## src/nhc_consts.svh

```systemverilog
// Operation
// - supply readout: unsigned, 0.44 mV per count
// - temperature: offset binary, 4584 is 0 C
// - record event refreshes the whole header set
// - retrieve bit loads header from flash
// - settings one [15:14] sample rate option
// - settings one [13:12] window, code 11 unused
// - settings one [11:10] signal range, [9:8] ignored
// - settings one low byte is FFT averages
// - settings two [3:0] averaging count setting
// - 32-bit seconds time stamp, two words
// - write one starts function, bit self-clears
// - bit 8 clears records and buffers
// - bit 14 loads alarm band at pointer
// - bit 12 saves alarm bands to SRAM
// - bit 10 forces buffer pointer to zero
// - bit 9 erases alarm bands in flash
// - bit 6 saves registers to flash
// - bit 5 runs flash sum check
// - bit 3 restores factory settings, clears buffers
// - bit 2 self-test, result in status bit 5
// - bit 4 clears latched status, faults reassert
`ifndef NHC_CONSTS_SVH
`define NHC_CONSTS_SVH

// ----------------------------------------------------------------
// register offsets
// ----------------------------------------------------------------
`define NHC_OFS_NODE_TEMP 7'h0a
`define NHC_OFS_NODE_SUPPLY 7'h0c
`define NHC_OFS_GW_TEMP 7'h0c
`define NHC_OFS_GW_SUPPLY 7'h0e
`define NHC_OFS_BUF_PTR 7'h12
`define NHC_OFS_STATUS 7'h34
`define NHC_OFS_COMMAND 7'h36
`define NHC_OFS_X_STATE 7'h38
`define NHC_OFS_Y_STATE 7'h3a
`define NHC_OFS_X_PEAK 7'h3c
`define NHC_OFS_Y_PEAK 7'h3e
`define NHC_OFS_TIME_LOW 7'h40
`define NHC_OFS_TIME_HIGH 7'h42
`define NHC_OFS_X_BIN 7'h44
`define NHC_OFS_Y_BIN 7'h46
`define NHC_OFS_SET_ONE 7'h4c
`define NHC_OFS_SET_TWO 7'h4e

// ----------------------------------------------------------------
// reset values and field positions
// ----------------------------------------------------------------
`define NHC_RST_SET_ONE 16'h0008
`define NHC_RST_ZERO 16'h0000
`define NHC_BUF_PTR_W 9
`define NHC_STAT_LATCH_W 7
`define NHC_STAT_SELFTEST 5

// ----------------------------------------------------------------
// command bits
// ----------------------------------------------------------------
`define NHC_CMD_SELFTEST 2
`define NHC_CMD_CLR_STATUS 4
`define NHC_CMD_BUF_ZERO 10
`define NHC_CMD_RETRIEVE 13
`define NHC_CMD_INTERNAL 16'h0410

`endif

```

## src/nhc_pkg.sv

```systemverilog
package nhc_pkg;

  // settings one: rate, window, range, unused, FFT averages
  typedef struct packed {
    logic [1:0] rate;
    logic [1:0] window;
    logic [1:0] range;
    logic [1:0] spare;
    logic [7:0] averages;
  } nhc_set_one_type;

  // settings two: unused upper field, averaging count setting
  typedef struct packed {
    logic [11:0] spare;
    logic [3:0] avg_count;
  } nhc_set_two_type;

  typedef struct packed {
    logic [15:0] status;
    logic [15:0] x_state;
    logic [15:0] y_state;
    logic [15:0] x_peak;
    logic [15:0] y_peak;
    logic [31:0] time_stamp;
    logic [15:0] x_bin;
    logic [15:0] y_bin;
    nhc_set_one_type set_one;
    nhc_set_two_type set_two;
  } nhc_hdr_type;

  typedef struct packed {
    logic [15:0] temp;
    logic [15:0] supply;
  } nhc_meas_type;

endpackage

```

## src/nhc_regs.sv

```systemverilog
`timescale 1ns/1ps
`include "nhc_consts.svh"

module nhc_regs #(
  parameter int NODES = 6
) (
  // clock and reset
  input wire logic ref_clk_i,
  input wire logic nrst_i,
  // register access, page 0 gateway, 1..NODES nodes
  input wire logic [2:0] page_i,
  input wire logic [6:0] addr_i,
  input wire logic wr_i,
  input wire logic rd_i,
  input wire logic [15:0] wdata_i,
  output logic [15:0] rdata_o,
  // gateway measurements, updated continuously
  input wire nhc_pkg::nhc_meas_type gw_meas_i,
  // record event from a node
  input wire logic rec_evt_i,
  input wire logic [2:0] rec_node_i,
  input wire nhc_pkg::nhc_hdr_type rec_hdr_i,
  input wire nhc_pkg::nhc_meas_type rec_meas_i,
  // fault conditions of a node, level per flag
  input wire logic [2:0] flt_node_i,
  input wire logic [6:0] flt_set_i,
  // command engines
  output logic [15:0] cmd_start_o,
  output logic [2:0] cmd_node_o,
  input wire logic [15:0] cmd_done_i,
  input wire nhc_pkg::nhc_hdr_type flash_hdr_i,
  input wire logic selftest_fail_i,
  // state shown outside
  output logic [15:0] cmd_pend_o,
  output logic [8:0] buf_ptr_o
);

  // ----------------------------------------------------------------
  // storage
  // ----------------------------------------------------------------
  nhc_pkg::nhc_hdr_type hdr_ff [NODES];
  nhc_pkg::nhc_meas_type meas_ff [NODES];
  nhc_pkg::nhc_meas_type gw_ff;
  logic [15:0] cmd_ff;
  logic [15:0] nxt_cmd;
  logic [2:0] cmd_node_ff;
  logic [15:0] start_ff;
  logic [15:0] rdata_ff;
  logic [15:0] nxt_rdata;
  logic [8:0] buf_ptr_ff;
  logic [8:0] nxt_buf_ptr;

  // ----------------------------------------------------------------
  // decode
  // ----------------------------------------------------------------
  function automatic logic hit(input logic [6:0] a, input logic [6:0] o);
    hit = (a == o);
  endfunction

  wire logic on_node = (page_i != 3'd0) && (page_i <= 3'(NODES));
  wire logic [2:0] sel = 3'(page_i - 3'd1);
  wire logic cmd_wr = wr_i && on_node && hit(addr_i, `NHC_OFS_COMMAND);
  wire logic ptr_wr = wr_i && on_node && hit(addr_i, `NHC_OFS_BUF_PTR);
  wire logic [15:0] cmd_set = cmd_wr ? wdata_i : 16'h0000;
  wire logic [15:0] new_bits = cmd_set & ~cmd_ff;
  wire logic [15:0] int_done = cmd_ff & `NHC_CMD_INTERNAL;
  wire logic [15:0] all_done = int_done | cmd_done_i;
  wire logic clr_stat = int_done[`NHC_CMD_CLR_STATUS];
  wire logic buf_zero = int_done[`NHC_CMD_BUF_ZERO];
  wire logic retr_done = cmd_done_i[`NHC_CMD_RETRIEVE];
  wire logic test_done = cmd_done_i[`NHC_CMD_SELFTEST];

  // a constant, so the asynchronous reset branch loads no logic output
  localparam nhc_pkg::nhc_hdr_type HDR_RST = '{
    set_one: nhc_pkg::nhc_set_one_type'(`NHC_RST_SET_ONE),
    default: '0
  };

  // ----------------------------------------------------------------
  // command register
  // ----------------------------------------------------------------
  // a new write wins over a completion in the same cycle
  assign nxt_cmd = (cmd_ff & ~all_done) | cmd_set;
  // start pulse only for bits that go from idle to pending
  // bit 8 clear records, 14 load band, 12 save band, 9 erase band,
  // 6 save regs, 5 flash sum, 3 factory restore, 2 self-test
  wire logic [15:0] ext_start = new_bits & ~`NHC_CMD_INTERNAL;

  always_ff @(posedge ref_clk_i or negedge nrst_i) begin
    if (!nrst_i) begin
      cmd_ff <= 16'h0000;
      start_ff <= 16'h0000;
      cmd_node_ff <= 3'h0;
    end else begin
      cmd_ff <= nxt_cmd;
      start_ff <= ext_start;
      if (cmd_wr) begin
        cmd_node_ff <= sel;
      end
    end
  end

  // ----------------------------------------------------------------
  // buffer index pointer
  // ----------------------------------------------------------------
  assign nxt_buf_ptr = buf_zero ? 9'h000 :
                       ptr_wr ? wdata_i[8:0] : buf_ptr_ff;

  always_ff @(posedge ref_clk_i or negedge nrst_i) begin
    if (!nrst_i) begin
      buf_ptr_ff <= 9'h000;
    end else begin
      buf_ptr_ff <= nxt_buf_ptr;
    end
  end

  // ----------------------------------------------------------------
  // gateway measurements
  // ----------------------------------------------------------------
  always_ff @(posedge ref_clk_i or negedge nrst_i) begin
    if (!nrst_i) begin
      gw_ff <= '0;
    end else begin
      gw_ff <= gw_meas_i;
    end
  end

  // ----------------------------------------------------------------
  // per-node header and status
  // ----------------------------------------------------------------
  for (genvar n = 0; n < NODES; n++) begin : g_node
    wire logic rec_me = rec_evt_i && (rec_node_i == 3'(n));
    wire logic cmd_me = (cmd_node_ff == 3'(n));
    wire logic flt_me = (flt_node_i == 3'(n));
    nhc_pkg::nhc_hdr_type nxt_hdr;
    logic [15:0] st;

    always_comb begin
      nxt_hdr = hdr_ff[n];
      if (rec_me) begin
        nxt_hdr = rec_hdr_i;
      end
      if (retr_done && cmd_me) begin
        nxt_hdr = flash_hdr_i;
      end
      st = nxt_hdr.status;
      if (clr_stat && cmd_me) begin
        st[`NHC_STAT_LATCH_W-1:0] = 7'h00;
      end
      if (test_done && cmd_me) begin
        st[`NHC_STAT_SELFTEST] = selftest_fail_i;
      end
      if (flt_me) begin
        // a fault still present sets again over a clear
        st[`NHC_STAT_LATCH_W-1:0] = st[6:0] | flt_set_i;
      end
      nxt_hdr.status = st;
    end

    always_ff @(posedge ref_clk_i or negedge nrst_i) begin
      if (!nrst_i) begin
        hdr_ff[n] <= HDR_RST;
        meas_ff[n] <= '0;
      end else begin
        hdr_ff[n] <= nxt_hdr;
        if (rec_me) begin
          meas_ff[n] <= rec_meas_i;
        end
      end
    end
  end

  // ----------------------------------------------------------------
  // read mux
  // ----------------------------------------------------------------
  // a page with no node behind it indexes node 0; its selects stay low
  wire logic [2:0] rsel = on_node ? sel : 3'd0;
  wire logic on_gw = (page_i == 3'd0);
  nhc_pkg::nhc_hdr_type rh;
  nhc_pkg::nhc_meas_type rm;
  assign rh = hdr_ff[rsel];
  assign rm = meas_ff[rsel];

  // ----------------------------------------------------------------
  // read decode, one select line per register
  // ----------------------------------------------------------------
  wire logic s_gw_temp = on_gw && hit(addr_i, `NHC_OFS_GW_TEMP);
  wire logic s_gw_supply = on_gw && hit(addr_i, `NHC_OFS_GW_SUPPLY);
  wire logic s_temp = on_node && hit(addr_i, `NHC_OFS_NODE_TEMP);
  wire logic s_supply = on_node && hit(addr_i, `NHC_OFS_NODE_SUPPLY);
  wire logic s_buf_ptr = on_node && hit(addr_i, `NHC_OFS_BUF_PTR);
  wire logic s_status = on_node && hit(addr_i, `NHC_OFS_STATUS);
  wire logic s_x_state = on_node && hit(addr_i, `NHC_OFS_X_STATE);
  wire logic s_y_state = on_node && hit(addr_i, `NHC_OFS_Y_STATE);
  wire logic s_x_peak = on_node && hit(addr_i, `NHC_OFS_X_PEAK);
  wire logic s_y_peak = on_node && hit(addr_i, `NHC_OFS_Y_PEAK);
  wire logic s_time_lo = on_node && hit(addr_i, `NHC_OFS_TIME_LOW);
  wire logic s_time_hi = on_node && hit(addr_i, `NHC_OFS_TIME_HIGH);
  wire logic s_x_bin = on_node && hit(addr_i, `NHC_OFS_X_BIN);
  wire logic s_y_bin = on_node && hit(addr_i, `NHC_OFS_Y_BIN);
  wire logic s_set_one = on_node && hit(addr_i, `NHC_OFS_SET_ONE);
  wire logic s_set_two = on_node && hit(addr_i, `NHC_OFS_SET_TWO);

  // ----------------------------------------------------------------
  // read selection, an unselected register gives zero
  // ----------------------------------------------------------------
  wire logic [15:0] d_gw_temp = {16{s_gw_temp}} & gw_ff.temp;
  wire logic [15:0] d_gw_supply = {16{s_gw_supply}} & gw_ff.supply;
  wire logic [15:0] d_temp = {16{s_temp}} & rm.temp;
  wire logic [15:0] d_supply = {16{s_supply}} & rm.supply;
  wire logic [15:0] d_buf_ptr = {16{s_buf_ptr}} & {7'h00, buf_ptr_ff};
  wire logic [15:0] d_status = {16{s_status}} & rh.status;
  wire logic [15:0] d_x_state = {16{s_x_state}} & rh.x_state;
  wire logic [15:0] d_y_state = {16{s_y_state}} & rh.y_state;
  wire logic [15:0] d_x_peak = {16{s_x_peak}} & rh.x_peak;
  wire logic [15:0] d_y_peak = {16{s_y_peak}} & rh.y_peak;
  wire logic [15:0] d_time_lo = {16{s_time_lo}} & rh.time_stamp[15:0];
  wire logic [15:0] d_time_hi = {16{s_time_hi}} & rh.time_stamp[31:16];
  wire logic [15:0] d_x_bin = {16{s_x_bin}} & rh.x_bin;
  wire logic [15:0] d_y_bin = {16{s_y_bin}} & rh.y_bin;
  wire logic [15:0] d_set_one = {16{s_set_one}} & rh.set_one;
  wire logic [15:0] d_set_two = {16{s_set_two}} & rh.set_two;

  assign nxt_rdata = d_gw_temp | d_gw_supply | d_temp | d_supply
                   | d_buf_ptr | d_status | d_x_state | d_y_state
                   | d_x_peak | d_y_peak | d_time_lo | d_time_hi
                   | d_x_bin | d_y_bin | d_set_one | d_set_two;

  always_ff @(posedge ref_clk_i or negedge nrst_i) begin
    if (!nrst_i) begin
      rdata_ff <= 16'h0000;
    end else if (rd_i) begin
      rdata_ff <= nxt_rdata;
    end
  end

  // ----------------------------------------------------------------
  // outputs
  // ----------------------------------------------------------------
  assign rdata_o = rdata_ff;
  assign cmd_start_o = start_ff;
  assign cmd_node_o = cmd_node_ff;
  assign cmd_pend_o = cmd_ff;
  assign buf_ptr_o = buf_ptr_ff;

endmodule // nhc_regs

```

## config.mk

```make
export PLATFORM = sky130hd
export DESIGN_NAME = nhc_regs
export DESIGN_NICKNAME = d
export VERILOG_FILES = /design/src/nhc_pkg.sv /design/src/nhc_regs.sv
export VERILOG_INCLUDE_DIRS = /design/src /design/src/src
export SDC_FILE = /design/constraint.sdc
export NUM_CORES = 2
export LEC_CHECK = 0
export ABC_AREA = 1
export ABC_CLOCK_PERIOD_IN_PS = 2050
export BUFFER_PORTS_ARGS = -buffer_cell sky130_fd_sc_hd__buf_2
export CAP_MARGIN = 0
export CELL_PAD_IN_SITES_DETAIL_PLACEMENT = 2
export CELL_PAD_IN_SITES_GLOBAL_PLACEMENT = 2
export CORE_UTILIZATION = 36
export CTS_CLUSTER_DIAMETER = 60
export DETAILED_ROUTE_END_ITERATION = 10
export GPL_TIMING_DRIVEN = 1
export PLACE_DENSITY_LB_ADDON = 0.1
export SETUP_SLACK_MARGIN = 0.3
export SLEW_MARGIN = 30
export SYNTH_ARGS = -nofsm -noshare
export SYNTH_HDL_FRONTEND = slang
export SYNTH_SLANG_ARGS = --single-unit
```

## constraint.sdc

```tcl
create_clock -name ref_clk_i -period 2.05 [get_ports ref_clk_i]
set_clock_uncertainty 0.05 [all_clocks]
set_input_delay 0.1025 -clock ref_clk_i [delete_from_list [all_inputs] [get_ports ref_clk_i]]
set_output_delay 0.1025 -clock ref_clk_i [all_outputs]
set_load 0.1 [all_outputs]
```

==> run metrics, run 1 <==
placed cell count 12400; Clock Sink Count 1338; register area share after synthesis 0.463; Die Ht 450 um; Async SR Flop Fraction 1.00; Synth Instances 9335; Clock Tree Root clkbuf_16; mapped cell area 0.0723 mm2; Commonest cells post-synth nand2_1, nand3_1, dfrtp_1; global route overflow 29; io pins 537; Initial Utilization 0.362; FP Rows 164; register bit total from synthesis 1338; post-synth cell types 36; # H-tree levels 4; Worst EP post-GRT repair hdr_ff[1024]$_DFFE_PN0P_/D; Post-synth EDFFs 0; Port-buffer cells 532; initial antenna violation count 153; Worst EP Category register data pin; run status stopped before the end; cell taking the most area after synthesis dfrtp_1; syn avg cell area 7.74 um2; DIE WIDTH 450 um; largest net degree at the start of global routing 115; GRT Overall Usage 0.756; post-synth top area share 0.461; CTS buffer count 174; Syn. warnings 0; Stop stage global routing; DP HPWL 278000 um; placer congestion estimate 0.940; Synth area leaders dfrtp_1, nand3_1, nand2_1; First Err [ERROR GRT-0232] Routing congestion too high. Check the congestion heatmap in the GUI.; Most used DFF post-synth dfrtp_1; CTS Buffer Depth 3; count leader, synth nand2_1
logic make-up after synthesis:
family,after synthesis,synth area share
buffers and inverters,1512,0.0836
AND/OR/NAND/NOR,4921,0.305
other,1,0.0000519
flip-flops,1338,0.463
adder cells (fa/ha/maj),3,0.000519
AO/OA/AOI/OAI,1560,0.148
repair_timing:
| item | in CTS |
|---|---|
| cloned | 70 |
| resized for setup | 545 |
| hold endpoints to repair | 2671 |
| setup endpoints to repair | 1011 |
| hold buffers | 537 |
| pin swaps | 123 |
| buffers inserted | 96 |
per-stage QoR:
step / util / setup slack [ns] / cell area [um2] / hold WS (ns) / TNS (ns)
4_1_cts: 0.505 / -0.0414 / 101000 / -0.200 / -0.510
3_5_place_dp: 0.422 / -1.23 / 84300 / -0.0535 / -34.43
3_3_place_gp: 0.422 / -1.17 / 84300 / -0.0554 / -23.66
2_1_floorplan: - / -0.0213 / 73300 / -0.243 / -0.219
metal layers:
layer / GRT usage / GRT overflow
met2: 0.933 / 15
met4: 0.762 / 13
met3: 0.584 / 1
met1: 0.759 / 0
met5: 0.256 / 0
==> run 2: changes to the inputs <==
- CELL_PAD_IN_SITES_DETAIL_PLACEMENT: 2 -> default
- CELL_PAD_IN_SITES_GLOBAL_PLACEMENT: 2 -> default
- CORE_UTILIZATION: 36 -> 25
- CTS_CLUSTER_DIAMETER: 60 -> default
- PLACE_DENSITY_LB_ADDON: 0.1 -> 0.15
- SETUP_SLACK_MARGIN: 0.3 -> default
==> run 2 against run 1 <==
  * The flow now finishes, with violations (setup timing)
  * Area after synthesis stayed put
  * Synthesized cell count is the same
==> run metrics, run 2 <==
run status complete, but fails checks; violated checks setup timing; register bit total from synthesis 1338 (unchanged); core area 0.288 mm2; First-pass DRT Iterations 6; vias in the first global route 76100; layout cells sized above 1 0.167; pwr/cell area 899 mW/mm2; most frequent cells in the layout nand2_1, nand3_1, dfrtp_1; max-slew violations 0; clock slew at reported path FFs 0.06 ns; Rel. slew slack 0.437; Worst Hold Endpoint meas_ff[117]$_DFFE_PN0P_; post-synth top area share 0.461 (unchanged); io pins 537 (unchanged); post-synth cell types 36 (unchanged); crit path DAT 2.88 ns; DIE AREA 0.291 mm2; met3 Resource Use GR 0.0456; Syn. warnings 0 (unchanged); DRC errors left 0; Port-buffer cells 532 (unchanged); Async SR Flop Fraction 1.00 (unchanged); met2 Track Usage GR 0.411; Post-synth EDFFs 0 (unchanged); register area share after synthesis 0.463 (unchanged); GRT Overall Usage 0.266; r2r worst-path depth 7; # H-tree levels 4 (unchanged); CTS buffer count 176 (+1.1%); maximum VDD drop 0.658 mV; Die Ht 540 um (+20%); final worst path period share 1.05; fin nets 11100; overall power consumption 89.6 mW; mapped cell area 0.0723 mm2 (unchanged); final hold slack 0.0532 ns; Clock Tree Root clkbuf_16; post-route antenna net violation count 0; Worst EP required 2.77 ns; largest net degree at the start of global routing 143; post-DR wirelength/cell 28.1 um; P&R area growth vs syn 37.8%; DP HPWL 272000 um (-2.3%); DR iter-0 viols 8467; Regs by FF count hdr_ff: 1056 flops, meas_ff: 192 flops, gw_ff: 32 flops; Commonest cells post-synth nand2_1, nand3_1, dfrtp_1; first-pass GRT wire length 571000 um; CTS tree done; RSZ-0062 raised after global routing yes; R2R Path End hdr_ff[290]$_DFFE_PN0P_; fin area 0.0996 mm2; critical path startpoint category register; Initial Utilization 0.251 (-0.111); GR peak layer met2; max reg flops 1056; crit path time final 2.16 ns; critical path type register to register; Synth Instances 9335 (unchanged); FP Rows 197 (+20%); Clk Latency, worst-skew pair 0.89 ns; Hold Crit Depth 4; Hold Path Origin rec_meas_i[21]; Final Util 0.346; Worst Max-Slew Pin Slew 0.844 ns; cell taking the most area after synthesis dfrtp_1; Setup Slack @ Placement -1.04 ns (+0.191 ns); initial antenna violation count 57; Final Hold Fails 0; final number of setup-violating endpoints 48; final wirelength 408000 um; Most used DFF post-synth dfrtp_1; static leakage 44.6 nW; Critical Path Fanout Max 142; syn avg cell area 7.74 um2 (unchanged); Synth area leaders dfrtp_1, nand3_1, nand2_1; register name with the most flops hdr_ff; Fmax 0.463 GHz; Worst Hold Class primary input to register; Clock Sink Count 1338 (unchanged); CTS Buffer Depth 4 (+1); DIE WIDTH 540 um (+20%); max_cap viols 0; M1 GR Usage 0.361; CP Capture Type register; count leader, synth nand2_1; DR vias 79000; via/cell ratio 5.44; global route overflow 0; placer congestion estimate 0.897 (-4.6%); setup slack, reg-to-reg -0.11 ns; Final Worst Setup Slack -0.110 ns; reg-to-reg startpoint cmd_node_o[2]$_DFFE_PN0P_; Placed Area 0.0857 mm2 (+1.6%); most common cell after layout, fill and taps aside nand2_1
run 2: cell counts after synthesis:
Identical to the previous run, type by type.
run 2: cell families after synthesis:
group / after synthesis / share of synthesized area
adder cells (fa/ha/maj): 3 / 0.000519
AND/OR/NAND/NOR: 4921 / 0.305
AO/OA/AOI/OAI: 1560 / 0.148
flip-flops: 1338 / 0.463
other: 1 / 0.0000519
buffers and inverters: 1512 / 0.0836
run 2: power breakdown:
group	total, mW	internal [mW]	switching (mW)	leakage (nW)
Combinational	21.8	8.79	13.0	25.5
Clock	32.2	18.6	13.5	2.89
Sequential	35.6	32.3	3.27	16.2
run 2: worst max path at each step:
stage	startpoint	endpoint	cells after the start
4_1_cts	rdata_o[12]$_DFFE_PN0P_	rdata_o[12]	1
2_1_floorplan	page_i[0]	rdata_o[3]$_DFFE_PN0P_	18
3_5_place_dp	page_i[0]	rdata_o[0]$_DFFE_PN0P_	19
5_1_grt	cmd_node_o[2]$_DFFE_PN0P_	hdr_ff[296]$_DFFE_PN0P_	7
6_report	cmd_node_o[2]$_DFFE_PN0P_	hdr_ff[290]$_DFFE_PN0P_	7
3_3_place_gp	page_i[0]	rdata_o[10]$_DFFE_PN0P_	18
run 2: final cells by class:
| type | count | area [um2] |
|---|---|---|
| repair inverters | 2 | 31.3 |
| clock inverters | 44 | 513 |
| clock buffers | 270 | 5340 |
| well taps | 3781 | 4730 |
| diodes | 25 | 62.6 |
| inverters | 650 | 2570 |
| multi-input cells | 6486 | 33400 |
| fillers | 29900 | 188000 |
| repair buffers | 1930 | 19500 |
| flip-flops and latches | 1338 | 33500 |
run 2: per-layer routing:
layer	part of all wire	wire, um	up-vias
met1	0.43	175000	39300
met3	0.081	32900	686
met2	0.44	181000	3876
met5	0.00041	169	-
met4	0.048	19500	26
li1	-	-	35000
run 2: through the flow:
stage	TNS (ns)	instances
detailed placement	-13.30	13500
CTS	0	14400
global route	-12.85	14500
global placement	-13.31	13500
floorplan	-0.272	9336
finish	-2.09	14500
run 2: worst max-delay path, cell delays in order, from the launching register on:
cell      delay (ns)
dfrtp_4         0.47
buf_4           0.16
nand2_1         0.12
nor2_4          0.06
inv_8           0.17
buf_16          0.37
nand3_1         0.18
o211ai_1        0.13
run 2: timing repair:
| item | 4_1_cts | 5_1_grt |
|---|---|---|
| buffers inserted | 7 | 25 |
| hold buffers | 579 | 0 |
| pin swaps | 1 | 28 |
| setup endpoints to repair | 174 | 577 |
| endpoints found under the hold margin | 2656 | 0 |
| gates resized for setup | 45 | 128 |
| cloned | 5 | 41 |
(Power assumes the default switching activity.)
